**src/hw/srap_pkg.sv**
```systemverilog
// shared constants, register map and types of the spi register access port
package srap_pkg;
   // frame layout
   localparam int         FRM_RW_POS   = 15;             // one = write, zero = read
   localparam logic [3:0] FRAME_LAST   = 4'hf;           // bit count of the 16th bit
   localparam logic [4:0] FRAME_BITS   = 5'h10;          // bits in one frame
   localparam int         NUM_WORDS    = 64;             // word slots for 7-bit byte addresses
   localparam logic [5:0] IDX_LAST     = 6'h3f;          // last word slot

   // byte offsets of the lower byte of each register
   localparam logic [6:0] OFS_FLASH_WRITE_COUNTER = 7'h00;
   localparam logic [6:0] OFS_SUPPLY    = 7'h02;
   localparam logic [6:0] OFS_RATE      = 7'h04;
   localparam logic [6:0] OFS_AUX_ADC   = 7'h0a;
   localparam logic [6:0] OFS_TEMP      = 7'h0c;
   localparam logic [6:0] OFS_ANGLE     = 7'h0e;
   localparam logic [6:0] OFS_BIAS      = 7'h14;
   localparam logic [6:0] OFS_SCALE     = 7'h16;
   localparam logic [6:0] OFS_ALM1_MAG  = 7'h20;
   localparam logic [6:0] OFS_ALM2_MAG  = 7'h22;
   localparam logic [6:0] OFS_ALM1_WIN  = 7'h24;
   localparam logic [6:0] OFS_ALM2_WIN  = 7'h26;
   localparam logic [6:0] OFS_ALARM_CONTROL  = 7'h28;
   localparam logic [6:0] OFS_DAC       = 7'h30;
   localparam logic [6:0] OFS_DIO_CTRL  = 7'h32;
   localparam logic [6:0] OFS_MISC      = 7'h34;
   localparam logic [6:0] OFS_SMPL      = 7'h36;
   localparam logic [6:0] OFS_RANGE     = 7'h38;
   localparam logic [6:0] OFS_SLEEP     = 7'h3a;
   localparam logic [6:0] OFS_DIAG      = 7'h3c;
   localparam logic [6:0] OFS_GLOBAL    = 7'h3e;
   localparam logic [6:0] OFS_LOT1      = 7'h52;
   localparam logic [6:0] OFS_LOT2      = 7'h54;
   localparam logic [6:0] OFS_PART      = 7'h56;
   localparam logic [6:0] OFS_SERIAL    = 7'h58;

   // values after reset of the flash image
   localparam logic [15:0] RST_ZERO  = 16'h0000;
   localparam logic [15:0] RST_SCALE = 16'h0800;
   localparam logic [15:0] RST_SMPL  = 16'h0001;
   localparam logic [15:0] RST_RANGE = 16'h0402;

   // global command bits and misc control field
   localparam int GCMD_AUTONULL = 0;
   localparam int GCMD_STORE    = 3;
   localparam int MISC_DRDY_MSB = 2;

   // register attributes
   localparam logic [2:0] ATTR_RD    = 3'h4;             // read from working copy
   localparam logic [2:0] ATTR_RW    = 3'h2;             // software writable
   localparam logic [2:0] ATTR_FLASH = 3'h1;             // flash backed

   // link timing
   localparam int MCLK_PERIOD_NS     = 8;
   localparam int SCLK_MIN_PERIOD_NS = 400;              // 2.5 mhz ceiling
   localparam int STALL_NS           = 1000;             // gap between frames
   localparam logic [15:0] SCLK_HALF_CYC =
      16'((SCLK_MIN_PERIOD_NS + 2 * MCLK_PERIOD_NS - 1) / (2 * MCLK_PERIOD_NS));
   localparam logic [15:0] STALL_CYC =
      16'((STALL_NS + MCLK_PERIOD_NS - 1) / MCLK_PERIOD_NS);

   // avalon byte offsets of the master's own registers
   localparam logic [3:0] AV_CMD    = 4'h0;
   localparam logic [3:0] AV_STATUS = 4'h4;
   localparam logic [3:0] AV_RXDATA = 4'h8;

   typedef enum logic {LD_COPY, LD_RUN} srap_load_t;
   typedef enum logic [2:0] {M_IDLE, M_LEAD, M_LOW, M_HIGH, M_TRAIL, M_STALL} srap_mst_t;

   // attributes of one word slot
   function automatic logic [2:0] srap_attr(input logic [5:0] idx);
      case (idx)
         OFS_FLASH_WRITE_COUNTER[6:1], OFS_LOT1[6:1], OFS_LOT2[6:1], OFS_PART[6:1],
         OFS_SERIAL[6:1]:    srap_attr = ATTR_RD | ATTR_FLASH;
         OFS_BIAS[6:1], OFS_SCALE[6:1], OFS_ALM1_MAG[6:1], OFS_ALM2_MAG[6:1],
         OFS_ALM1_WIN[6:1], OFS_ALM2_WIN[6:1], OFS_ALARM_CONTROL[6:1], OFS_MISC[6:1],
         OFS_SMPL[6:1], OFS_RANGE[6:1],
         OFS_SLEEP[6:1]:     srap_attr = ATTR_RD | ATTR_RW | ATTR_FLASH;
         OFS_ANGLE[6:1], OFS_DAC[6:1],
         OFS_DIO_CTRL[6:1]:  srap_attr = ATTR_RD | ATTR_RW;
         default:            srap_attr = 3'h0;
      endcase
   endfunction : srap_attr
endpackage : srap_pkg

```
**src/hw/srap_if.sv**
```systemverilog
// four-wire serial link between master and device
`timescale 1ns/10ps
interface srap_if;
   logic sclk;      // serial clock, idles high
   logic cs_n;      // chip select, active low
   logic mosi;      // master out, device in
   logic dout;      // device output bit
   logic dout_oe;   // device drives dout
   logic miso;      // resolved line as the master sees it

   // a released line reads as its pull-up level, so no floating value is modelled
   assign miso = dout_oe ? dout : 1'b1;

   modport device (input sclk, input cs_n, input mosi, output dout, output dout_oe);
   modport master (output sclk, output cs_n, output mosi, input miso);
endinterface : srap_if

```
**src/hw/srap_device.sv**
```systemverilog
// device end: serial slave, register map, sram working copy and flash image
// Summary of operation
// - link works only while chip select asserted
// - sample input on rise, shift output on fall
// - mode 3, msb first, 16-bit full duplex
// - master keeps clock at most 2.5 mhz
// - 16-bit registers with two byte addresses
// - upper byte address is lower plus one
// - sram working copy, flash on store
// - flash copied into sram after reset
// - each write frame to a writable register updates one byte
// - global bit zero starts bias null
// - read data returns in next frame
// - either byte address reads whole register
// - read during return frame is pipelined
// - unused addresses reserved, read zero
// - misc control low bits select data ready
// - read-only flash write counter register
// - read-only flash-backed part identifier
// - chip select is active low
// - msb presented at chip select fall
// - output released after chip select rises
`timescale 1ns/10ps
module srap_device #(
   parameter logic [15:0] PART_CODE   = 16'h1234,   // arbitrary value
   parameter logic [15:0] LOT_FIRST   = 16'h0101,   // arbitrary value
   parameter logic [15:0] LOT_SECOND  = 16'h0202,   // arbitrary value
   parameter logic [15:0] SERIAL_CODE = 16'h0303    // arbitrary value
) (
   input  wire logic        mclk,
   input  wire logic        rst_n,
   input  wire logic        por_n,
   srap_if.device           link,
   input  wire logic [15:0] supply_meas,
   input  wire logic [15:0] rate_meas,
   input  wire logic [15:0] aux_meas,
   input  wire logic [15:0] temp_meas,
   input  wire logic [15:0] diag_meas,
   output logic             cfg_loaded_ff,
   output logic             autonull_start_ff,
   output logic             flash_store_ff,
   output logic [2:0]       drdy_sel_ff
);
   logic [2:0]           pin_sync_ff;                          // synced sclk, cs_n, mosi
   logic                 sclk_d_ff;                            // last synced clock
   logic                 cs_d_ff;                              // last synced select
   logic [3:0]           bit_cnt_ff;                           // bits taken in frame
   logic [14:0]          rx_sh_ff;                             // receive shifter
   logic                 frm_done_ff;                          // frame complete pulse
   logic [15:0]          frm_ff;                               // last complete frame
   logic [15:0]          tx_sh_ff;                             // transmit shifter
   logic [15:0]          tx_word_ff;                           // answer for next frame
   logic                 oe_ff;                                // output enable
   logic [15:0]          sram_ff  [0:srap_pkg::NUM_WORDS-1];   // working copy
   logic [15:0]          flash_ff [0:srap_pkg::NUM_WORDS-1];   // nonvolatile image
   srap_pkg::srap_load_t load_st_ff;                           // boot copy state
   logic [5:0]           load_idx_ff;                          // boot copy slot
   logic [15:0]          rd_word;                              // read mux result
   logic                 s_sclk, s_cs_n, s_mosi;
   logic                 active, sclk_rise, sclk_fall, cs_fall;
   logic                 frm_wr, frm_hi, loaded, wr_ok, glob_wr, do_store;
   logic [5:0]           frm_idx;
   logic [7:0]           frm_data;
   logic [2:0]           frm_attr, ld_attr;

   localparam logic [5:0] IDX_CNT = srap_pkg::OFS_FLASH_WRITE_COUNTER[6:1];

   // factory image of the flash
   function automatic logic [15:0] flash_default(input logic [5:0] idx);
      case (idx)
         srap_pkg::OFS_SCALE[6:1]:  flash_default = srap_pkg::RST_SCALE;
         srap_pkg::OFS_SMPL[6:1]:   flash_default = srap_pkg::RST_SMPL;
         srap_pkg::OFS_RANGE[6:1]:  flash_default = srap_pkg::RST_RANGE;
         srap_pkg::OFS_LOT1[6:1]:   flash_default = LOT_FIRST;
         srap_pkg::OFS_LOT2[6:1]:   flash_default = LOT_SECOND;
         srap_pkg::OFS_PART[6:1]:   flash_default = PART_CODE;
         srap_pkg::OFS_SERIAL[6:1]: flash_default = SERIAL_CODE;
         default:                   flash_default = srap_pkg::RST_ZERO;
      endcase
   endfunction : flash_default

   // pins are foreign to mclk, idle high clock and select
   srap_sync #(.WIDTH(3), .RST_VAL(3'h6)) u_pin_sync (
      .mclk     (mclk),
      .rst_n    (rst_n),
      .async_in ({link.sclk, link.cs_n, link.mosi}),
      .sync_ff  (pin_sync_ff)
   );

   assign {s_sclk, s_cs_n, s_mosi} = pin_sync_ff;
   assign active    = ~s_cs_n;
   assign sclk_rise = active & s_sclk & ~sclk_d_ff;
   assign sclk_fall = active & ~s_sclk & sclk_d_ff;
   assign cs_fall   = ~s_cs_n & cs_d_ff;
   assign link.dout    = tx_sh_ff[15];
   assign link.dout_oe = oe_ff;

   // frame fields: direction, byte address, data byte
   assign frm_wr   = frm_ff[srap_pkg::FRM_RW_POS];
   assign frm_idx  = frm_ff[14:9];
   assign frm_hi   = frm_ff[8];
   assign frm_data = frm_ff[7:0];
   assign frm_attr = srap_pkg::srap_attr(frm_idx);
   assign ld_attr  = srap_pkg::srap_attr(load_idx_ff);
   assign loaded   = (load_st_ff == srap_pkg::LD_RUN);
   // writes wait for the boot copy so they are not overwritten
   assign wr_ok    = frm_done_ff & frm_wr & loaded
                     & ((frm_attr & srap_pkg::ATTR_RW) != 3'h0);
   assign glob_wr  = frm_done_ff & frm_wr & loaded & ~frm_hi
                     & (frm_idx == srap_pkg::OFS_GLOBAL[6:1]);
   assign do_store = glob_wr & frm_data[srap_pkg::GCMD_STORE];

   // edge history of the synced pins
   always_ff @(posedge mclk or negedge rst_n) begin
      if (!rst_n) begin
         sclk_d_ff <= 1'b1;
         cs_d_ff   <= 1'b1;
      end else begin
         sclk_d_ff <= s_sclk;
         cs_d_ff   <= s_cs_n;
      end
   end

   // receive shifter, a deselect drops any partial frame
   always_ff @(posedge mclk or negedge rst_n) begin
      if (!rst_n) begin
         bit_cnt_ff  <= 4'h0;
         rx_sh_ff    <= 15'h0000;
         frm_done_ff <= 1'b0;
         frm_ff      <= 16'h0000;
      end else begin
         frm_done_ff <= 1'b0;
         if (!active) begin
            bit_cnt_ff <= 4'h0;
         end else if (sclk_rise) begin
            rx_sh_ff <= {rx_sh_ff[13:0], s_mosi};
            if (bit_cnt_ff == srap_pkg::FRAME_LAST) begin
               bit_cnt_ff  <= 4'h0;
               frm_ff      <= {rx_sh_ff, s_mosi};
               frm_done_ff <= 1'b1;
            end else begin
               bit_cnt_ff <= bit_cnt_ff + 4'h1;
            end
         end
      end
   end

   // transmit shifter; first fall of a frame keeps the msb
   always_ff @(posedge mclk or negedge rst_n) begin
      if (!rst_n) begin
         tx_sh_ff <= 16'h0000;
         oe_ff    <= 1'b0;
      end else begin
         oe_ff <= active;
         if (cs_fall || (sclk_fall && bit_cnt_ff == 4'h0)) begin
            tx_sh_ff <= tx_word_ff;
         end else if (sclk_fall) begin
            tx_sh_ff <= {tx_sh_ff[14:0], 1'b0};
         end
      end
   end

   // read mux, whole word for either byte address
   always_comb begin
      rd_word = 16'h0000;
      case (frm_idx)
         srap_pkg::OFS_SUPPLY[6:1]:  rd_word = supply_meas;
         srap_pkg::OFS_RATE[6:1]:    rd_word = rate_meas;
         srap_pkg::OFS_AUX_ADC[6:1]: rd_word = aux_meas;
         srap_pkg::OFS_TEMP[6:1]:    rd_word = temp_meas;
         srap_pkg::OFS_DIAG[6:1]:    rd_word = diag_meas;
         default: begin
            if ((frm_attr & srap_pkg::ATTR_RD) != 3'h0) begin
               rd_word = sram_ff[frm_idx];
            end
         end
      endcase
   end

   // answer word, every frame replaces it so reads pipeline
   always_ff @(posedge mclk or negedge rst_n) begin
      if (!rst_n) begin
         tx_word_ff <= 16'h0000;
      end else if (frm_done_ff) begin
         tx_word_ff <= frm_wr ? 16'h0000 : rd_word;
      end
   end

   // boot copy walks every slot once after reset
   always_ff @(posedge mclk or negedge rst_n) begin
      if (!rst_n) begin
         load_st_ff    <= srap_pkg::LD_COPY;
         load_idx_ff   <= 6'h00;
         cfg_loaded_ff <= 1'b0;
      end else begin
         case (load_st_ff)
            srap_pkg::LD_COPY: begin
               load_idx_ff <= load_idx_ff + 6'h01;
               if (load_idx_ff == srap_pkg::IDX_LAST) begin
                  load_st_ff    <= srap_pkg::LD_RUN;
                  cfg_loaded_ff <= 1'b1;
               end
            end
            srap_pkg::LD_RUN:  cfg_loaded_ff <= 1'b1;
            default:           load_st_ff    <= srap_pkg::LD_COPY;
         endcase
      end
   end

   // working copy: boot load, byte writes, counter follows a store
   always_ff @(posedge mclk or negedge rst_n) begin
      if (!rst_n) begin
         for (int i = 0; i < srap_pkg::NUM_WORDS; i++) begin
            sram_ff[i] <= 16'h0000;
         end
      end else if (!loaded) begin
         if ((ld_attr & srap_pkg::ATTR_FLASH) != 3'h0) begin
            sram_ff[load_idx_ff] <= flash_ff[load_idx_ff];
         end
      end else if (wr_ok) begin
         if (frm_hi) begin
            sram_ff[frm_idx][15:8] <= frm_data;
         end else begin
            sram_ff[frm_idx][7:0]  <= frm_data;
         end
      end else if (do_store) begin
         sram_ff[IDX_CNT] <= sram_ff[IDX_CNT] + 16'h0001;
      end
   end

   // flash image, cleared to factory values only at power-on
   always_ff @(posedge mclk or negedge por_n) begin
      if (!por_n) begin
         for (int i = 0; i < srap_pkg::NUM_WORDS; i++) begin
            flash_ff[i] <= flash_default(6'(i));
         end
      end else if (do_store) begin
         for (int i = 0; i < srap_pkg::NUM_WORDS; i++) begin
            if ((srap_pkg::srap_attr(6'(i)) & srap_pkg::ATTR_RW) != 3'h0 &&
                (srap_pkg::srap_attr(6'(i)) & srap_pkg::ATTR_FLASH) != 3'h0) begin
               flash_ff[i] <= sram_ff[i];
            end
         end
         flash_ff[IDX_CNT] <= flash_ff[IDX_CNT] + 16'h0001;
      end
   end

   // command pulses and data-ready line selection
   always_ff @(posedge mclk or negedge rst_n) begin
      if (!rst_n) begin
         autonull_start_ff <= 1'b0;
         flash_store_ff    <= 1'b0;
         drdy_sel_ff       <= 3'h0;
      end else begin
         autonull_start_ff <= glob_wr & frm_data[srap_pkg::GCMD_AUTONULL];
         flash_store_ff    <= do_store;
         drdy_sel_ff <= sram_ff[srap_pkg::OFS_MISC[6:1]][srap_pkg::MISC_DRDY_MSB:0];
      end
   end
endmodule : srap_device

```
**src/hw/srap_sync.sv**
```systemverilog
// two flip-flop synchroniser for pin inputs
`timescale 1ns/10ps
module srap_sync #(
   parameter int               WIDTH   = 1,
   parameter logic [WIDTH-1:0] RST_VAL = '0
) (
   input  wire logic             mclk,
   input  wire logic             rst_n,
   input  wire logic [WIDTH-1:0] async_in,
   output logic      [WIDTH-1:0] sync_ff
);
   logic [WIDTH-1:0] meta_ff;   // first stage, read only by sync_ff

   // two stages, idle level at reset
   always_ff @(posedge mclk or negedge rst_n) begin
      if (!rst_n) begin
         meta_ff <= RST_VAL;
         sync_ff <= RST_VAL;
      end else begin
         meta_ff <= async_in;
         sync_ff <= meta_ff;
      end
   end
endmodule : srap_sync

```
**src/flat_wrapper.sv**
```systemverilog
// flat-port wrapper written by rule: the top's interface ports become plain ports
module srap_device_flat 
#(
   parameter logic [15:0] PART_CODE   = 16'h1234,                     
   parameter logic [15:0] LOT_FIRST   = 16'h0101,                     
   parameter logic [15:0] LOT_SECOND  = 16'h0202,                     
   parameter logic [15:0] SERIAL_CODE = 16'h0303                      
)
  (mclk, rst_n, por_n, supply_meas, rate_meas, aux_meas, temp_meas, diag_meas, cfg_loaded_ff, autonull_start_ff, flash_store_ff, drdy_sel_ff, link_sclk, link_cs_n, link_mosi, link_dout, link_dout_oe);
  srap_if link_i ();
  input  wire logic mclk;
  input  wire logic rst_n;
  input  wire logic por_n;
  input  wire logic [15:0] supply_meas;
  input  wire logic [15:0] rate_meas;
  input  wire logic [15:0] aux_meas;
  input  wire logic [15:0] temp_meas;
  input  wire logic [15:0] diag_meas;
  output logic cfg_loaded_ff;
  output logic autonull_start_ff;
  output logic flash_store_ff;
  output logic [2:0] drdy_sel_ff;
  input wire logic [$bits(link_i.sclk)-1:0] link_sclk;
  input wire logic [$bits(link_i.cs_n)-1:0] link_cs_n;
  input wire logic [$bits(link_i.mosi)-1:0] link_mosi;
  output wire logic [$bits(link_i.dout)-1:0] link_dout;
  output wire logic [$bits(link_i.dout_oe)-1:0] link_dout_oe;
  assign link_i.sclk = link_sclk;
  assign link_i.cs_n = link_cs_n;
  assign link_i.mosi = link_mosi;
  assign link_dout = link_i.dout;
  assign link_dout_oe = link_i.dout_oe;
  srap_device #(.PART_CODE(PART_CODE), .LOT_FIRST(LOT_FIRST), .LOT_SECOND(LOT_SECOND), .SERIAL_CODE(SERIAL_CODE)) u_core (.mclk(mclk), .rst_n(rst_n), .por_n(por_n), .link(link_i), .supply_meas(supply_meas), .rate_meas(rate_meas), .aux_meas(aux_meas), .temp_meas(temp_meas), .diag_meas(diag_meas), .cfg_loaded_ff(cfg_loaded_ff), .autonull_start_ff(autonull_start_ff), .flash_store_ff(flash_store_ff), .drdy_sel_ff(drdy_sel_ff));
endmodule
```
**config.mk**
```make
export PLATFORM = sky130hd
export DESIGN_NAME = srap_device_flat
export DESIGN_NICKNAME = d
export VERILOG_FILES = /design/src/hw/srap_pkg.sv /design/src/hw/srap_if.sv /design/src/hw/srap_device.sv /design/src/hw/srap_sync.sv /design/src/flat_wrapper.sv
export SDC_FILE = /design/constraint.sdc
export NUM_CORES = 2
export LEC_CHECK = 0
export BUFFER_PORTS_ARGS = -buffer_cell sky130_fd_sc_hd__buf_2
export CAP_MARGIN = 20
export CORE_MARGIN = 4
export CORE_UTILIZATION = 57
export CTS_CLUSTER_DIAMETER = 120
export CTS_CLUSTER_SIZE = 30
export DETAILED_ROUTE_END_ITERATION = 6
export GPL_TIMING_DRIVEN = 0
export MAX_ROUTING_LAYER = met4
export PLACE_DENSITY = 0.71
export SLEW_MARGIN = 20
export SYNTH_ARGS = -nofsm -noshare
export SYNTH_HDL_FRONTEND = slang
export SYNTH_SLANG_ARGS = --single-unit
```
**constraint.sdc**
```tcl
create_clock -name mclk -period 5.65 [get_ports mclk]
set_input_delay 1.13 -clock mclk [delete_from_list [all_inputs] [get_ports mclk]]
set_output_delay 1.13 -clock mclk [all_outputs]
set_load 0.005 [all_outputs]
```
After elaboration in Yosys (flattened, before gate mapping)

Memories as Yosys holds them, arrays and structs flattened.
Cells that the tools add are included.

Register bits after elaboration: 2,138
ROM bits: 384
Input bits: 86
Output and inout port bits: 8
Memories: 2

Add/subtract/negate cells: 4
Order comparisons: 4
Equal/unequal tests: 11
Multiplexer cells: 40
Bitwise operators: 19
Reductions and logical operators: 20

Memory list:

| memory           | depth | bits a word | rd ports | clocked after Yosys merged registers in | wr ports | RTL line       | RTL |
|---|---|---|---|---|---|---|---|
| (name not given) | 64    | 3           | 1        | 0                                       | 0        | srap_pkg.sv:72 | `case (idx)` |
| (name not given) | 64    | 3           | 1        | 0                                       | 0        | srap_pkg.sv:72 |  |

Operator list:

| kind                                                                         | count |
|---|---|
| 1024-bit bitwise mux                                                         | 3 |
| 1024-bit two-way mux                                                         | 3 |
| 1008-bit two-way mux                                                         | 1 |
| 16-bit demux with 6-bit select                                               | 3 |
| 16-bit binary-select mux with 6-bit select                                   | 2 |
| 16-bit two-way mux                                                           | 12 |
| 16-bit case mux with 5 select lines                                          | 1 |
| 16-bit by 1-bit adder with 16-bit output, second input constant              | 2 |
| 7-bit greater-or-equal comparator, second input constant                     | 2 |
| 7-bit by 1-bit less-than comparator with 1-bit output, second input constant | 2 |
| 6-bit NOT with 7-bit output                                                  | 2 |
| 2-bit AND reduction                                                          | 7 |
| 1-bit bitwise AND                                                            | 12 |
| 6-bit by 3-bit == test with 1-bit output, second input constant              | 2 |
| 6-bit by 5-bit == test with 1-bit output, second input constant              | 2 |
| 4-bit two-way mux                                                            | 3 |
| 2-bit two-way mux                                                            | 4 |
| 8-bit two-way mux                                                            | 1 |
| 1-bit logical AND                                                            | 7 |
| 6-bit by 1-bit adder with 6-bit output, second input constant                | 1 |
| 6-bit by 1-bit == test with 1-bit output, second input constant              | 1 |
| 6-bit by 2-bit == test with 1-bit output, second input constant              | 1 |
| 6-bit == test, second input constant                                         | 1 |
| 1-bit two-way mux                                                            | 6 |
| other kinds (11)                                                             | 17 |

Logic depth before layout (Yosys ltp)

Depth after elaboration: 9
Gate-level depth with buffers: 15
Mapped depth without buffers: 9

Cells and area by module

From an unflattened synthesis, not the netlist that was laid out.

Cells, all modules: 4,767
Area, all modules: 54,614.9 um2

Modules (own cells, without submodules):

| module      | times used | cells each | area each (um2) | sequential area each (um2) |
|---|---|---|---|---|
| srap_device | 1          | 4,761      | 54,459.7        | 29,535.8 |
| srap_sync   | 1          | 6          | 155.1           | 155.1 |

Worst setup path before layout

No wires, ideal clock.

Kind: register to register
From: register u_core.load_idx_ff[0]
To: register u_core.sram_ff[688] (netlist name)
Arrival: 2,753 ps
Setup slack: 2,773 ps
Stages on the path, launching flop included: 14
Path buffers: 4
Clock period less this slack: 2,877 ps
Cells stage by stage: dfrtp_1 buf_6 inv_1 buf_2 ha_1 ha_1 nand3_1 o21ai_1 a22o_1 a2bb2oi_1 buf_2 a21o_1 buf_2 mux2_2

Word-level cells in the longest chain between the ends: 8
Elaborated cells between the ends (all ways): 15

Ends and longest elaborated chain:

| element                                                                                                                          | RTL line           | RTL |
|---|---|---|
| from (decl)                                                                                                                      | srap_device.sv:57  | `logic [5:0] load_idx_ff;` |
| from (signal assigned)                                                                                                           | srap_device.sv:198 | `load_idx_ff <= load_idx_ff + 6'h01;` |
| 6-bit NOT with 7-bit output (implied by the code)                                                                                | srap_device.sv:218 | `sram_ff[load_idx_ff] <= flash_ff[load_idx_ff];` |
| 7-bit greater-or-equal comparator (implied by the code) or 7-bit by 1-bit less-than comparator with 1-bit output (tied branches) | srap_device.sv:218 |  |
| 1-bit logical AND (implied by the code)                                                                                          | srap_device.sv:218 |  |
| 16-bit two-way mux (implied by the code)                                                                                         | srap_device.sv:218 |  |
| 16-bit demux with 6-bit select                                                                                                   | srap_device.sv:218 |  |
| 1024-bit bitwise mux                                                                                                             | srap_device.sv:218 |  |
| 1024-bit two-way mux                                                                                                             | srap_device.sv:217 | `if ((ld_attr & srap_pkg::ATTR_FLASH) != 3'h0) begin` |
| 1024-bit two-way mux                                                                                                             | srap_device.sv:216 | `end else if (!loaded) begin` |
| to (signal, indexed assignment)                                                                                                  | srap_device.sv:218 |  |
| to (signal, indexed assignment)                                                                                                  | srap_device.sv:222 | `sram_ff[frm_idx][15:8] <= frm_data;` |
| to (signal, indexed assignment)                                                                                                  | srap_device.sv:224 | `sram_ff[frm_idx][7:0] <= frm_data;` |
| to (decl)                                                                                                                        | srap_device.sv:54  | `logic [15:0] sram_ff [0:srap_pkg::NUM_WORDS-1];` |

Parallel ways exist; a longest one is shown, timed or not. The select of a mux whose other input is x is not followed.
A chain may end at the register's enable or synchronous reset.

Worst setup path after layout

From: register u_core.load_idx_ff[0]
To: register u_core.sram_ff[836] (netlist name)

Same word-level chain as after synthesis.

==> run metrics <==
status=finished with violations; failing checks=design-rule violations; first-pass GRT wire length=294500 um; chip height=307.0 um; Setup CP Type=reg -> reg; Final Util=61.50%; relative slew slack=12.93%; hold_buf cts=0; Yosys cell types=89; GRT overflow=0; wire length on met2=85590 um; DP Area=53240 um^2; metal1 wirelength=78870 um; Hold Path Class=in -> async; fin cells=5891; initial DRC count=6439; largest net degree at the start of global routing=140; Syn Nets=4651; via count=42004; Critical Path Most Common Cell=buf_2; largest family of logic cells by synthesized area=multiplexers; clock tree root buffer cell=clkbuf_16; average size of a mapped cell=11.21 um^2; post-synthesis sequential area ratio=51.57%; Switching Power=2.673 mW; port bufs=93; PwrDens=215.9 nW/um^2; CTS H-tree depth=2; Fin Setup TNS=0 ns; commonest non-fill, non-tap cell in the layout=dfrtp_1; RSZ-0062 raised after global routing=false; CP required=6.21 ns; Tot Pwr=11.75 mW; Worst R2R Start=u_core.load_idx_ff[0]$_DFFE_PN0N_; ratio of cells with drive above 1 in the final layout=19.73%; leakage=25.88 nW; overall fraction of global-route tracks in use=45.16%; Finished Cell Area=54440 um^2; fmax=0.2006 GHz; Crit Path Max Fanout=11; RePlAce Congestion=1.121; Post-Synth Adder-Cell Area=0.3927%; num ports=94; fin nets=4797; simple-gate share of the synthesized area=12.58%; multiplexer share of the synthesized area=16.57%; clk sinks=1050; ys flop type=dfrtp_1; Synth Area in Compound Gates=13.26%; Final min period=4.985 ns; Peak supply drop=0.3651 mV; Clk network pwr share=33.1%; share of the synthesized area in the top cell type=51.06%; async set-reset flop share out of synthesis=100.0%; highest metal used=met4; Layout area overhead=6.794%; Max-Cap Viols=0; Cell Chain, Critical Path=buf_6 -> inv_1 -> buf_2 -> ha_1 -> inv_1 -> ha_1 -> o21ai_0 -> a22oi_1 -> o22ai_1 -> buf_2 -> and2_1 -> buf_2 -> mux2_1; Num CTS Buffers=41; Post-Synthesis Cells=4549; Final WS setup=0.6653 ns; FF-to-FF setup slack=0.67 ns; number of enable flip-flop cells after synthesis=0; DIE AREA=94280 um^2; vias per std cell=7.130; CP startpoint kind=flip-flop; sequential power share=64.6%; DRC errors left=5; top cells by area, synth=dfrtp_1, mux2_2, mux4_2, nand2_1, o22ai_1; Clk pin slew, worst setup/hold paths=0.13 ns; Worst Path Arrival=5.54 ns; Post CTS Setup Buffer Count=0; core area=88510 um^2; Internal=9.079 mW; die width=307.0 um; slowest CP cell=o22ai_1; YS warnings=0; fin. max-slew vios=0; Synth area leader=dfrtp_1; Fin Hold WS=0.3349 ns; Layout Skew=0.05175 ns; CTS resizes=0; routed wire length=207400 um; drt wl/cell=35.20 um; sw frac=22.75%; post-synthesis register bit count=1050; Final Cycle Share=88.22%; combinational power share=2.3%; Final ANT Viol Nets=0; DR WL met3=27620 um; dpl cells=5817; num rows=109; worst-margin pin slew=1.306 ns; Final Setup Violations=0; TritonRoute pass-1 iters=7; Worst path max stage delay=0.72 ns; pre-CTS setup slack=0.9505 ns; Reg2Reg Depth=13; Initial Util=57.59%; vias in the first global route=40583; reg2reg end=u_core.sram_ff[836]$_DFFE_PN0P_; XOR/XNOR Fraction of Synth Area=0.3265%; Synth Cell Area=50970 um^2; commonest cells after routing, fill and taps aside=dfrtp_1, nand2_1, mux2_2; CTS tree=done; final hold vios=0; HPWL after detailed placement=155100 um; initial antenna violation count=11; clk_lat worst skew=0.68 ns; clock tree buffer depth=3; crit end category=flip-flop
power by group through the flow:
stage	sequential, mW	combinational (mW)	clock, mW
floorplan	7.73	0.0608	0
global placement	7.75	0.251	0
detailed placement	7.74	0.279	0
CTS	7.60	0.279	3.88
global route	7.60	0.311	4.15
finish	7.60	0.271	3.89
critical path, delay by kind of cell, from the launching register on:
kind	cells	cell delay, ns
AND/OR/NAND/NOR	1	0.18
AO/OA/AOI/OAI	3	1.58
buffers and inverters	6	1.69
adder cells (fa/ha/maj)	2	0.50
flip-flops	1	0.52
multiplexers	1	0.35
synth_stat cells (10+ instances only):
cell,number
nor2_2,23
o22ai_1,277
nor2b_1,59
and3_1,13
or3_1,14
nand2_1,748
a22o_1,18
mux2_1,22
xnor2_1,15
a21o_1,171
ha_1,16
a21oi_1,86
mux2i_1,163
nand3_1,46
dfstp_2,10
a221o_1,20
a222oi_1,29
buf_6,29
a22oi_1,60
o21a_1,27
a221oi_1,20
dfrtp_1,1040
nor3_1,21
clkbuf_1,268
mux2_2,315
buf_1,11
nand2b_1,26
mux4_2,134
inv_1,26
a211o_1,11
and2_1,94
a2111oi_0,12
a31oi_1,18
buf_2,136
o41ai_1,16
buf_4,55
o221ai_1,19
nor2_1,95
nor4_1,161
a211oi_1,11
o21ai_0,73
per-layer routing:
metal	GRT usage, %	vias to the layer above
met5	-	-
met2	61.87	3075
li1	-	16737
met1	59.29	21407
met3	15.74	785
met4	24.22	0
cell type report:
type	count	area, um^2
timing repair buffer	103	753.2
sequential	1050	26290
clock buffer	57	1096
inverter	29	108.9
clock inverter	4	62.56
buffer	506	2604
multi-input combinational	2964	22030
fill	7372	34070
tap	1165	1458
antenna	13	32.53
flip-flops by register name, indices dropped and copies added, names as in the netlist, 3 cells and up:
| name | count |
|---|---|
| u_core.u_pin_sync.meta_ff | 3 |
| u_core.rx_sh_ff | 15 |
| u_core.load_idx_ff | 6 |
| u_core.flash_ff | 192 |
| u_core.frm_ff | 16 |
| u_core.bit_cnt_ff | 4 |
| u_core.tx_word_ff | 16 |
| u_core.sram_ff | 768 |
| u_core.drdy_sel_ff | 3 |
| u_core.tx_sh_ff | 16 |
| u_core.u_pin_sync.sync_ff | 3 |
worst max path at each step:
stage / start / to / slack, ns
finish: u_core.load_idx_ff[0]$_DFFE_PN0N_ / u_core.sram_ff[836]$_DFFE_PN0P_ / 0.67
global placement: rst_n / u_core.sram_ff[668]$_DFFE_PN0P_ / -15.09
global route: u_core.load_idx_ff[0]$_DFFE_PN0N_ / u_core.sram_ff[834]$_DFFE_PN0P_ / 0.77
CTS: u_core.load_idx_ff[0]$_DFFE_PN0N_ / u_core.sram_ff[836]$_DFFE_PN0P_ / 0.92
floorplan: u_core.load_idx_ff[0]$_DFFE_PN0N_ / u_core.sram_ff[688]$_DFFE_PN0P_ / 2.77
detailed placement: u_core.load_idx_ff[0]$_DFFE_PN0N_ / u_core.sram_ff[836]$_DFFE_PN0P_ / 0.95
cell families (layout without fill, tap and decap cells):
kind of cell	Yosys count	count (layout)
simple gates	1351	1351
mux	634	634
flops	1050	1050
buf+inv	535	699
compound gates	944	944
fa+ha+maj	16	16
xor+xnor	19	19
other cells	0	13
Power figures use the tool's default switching activity.
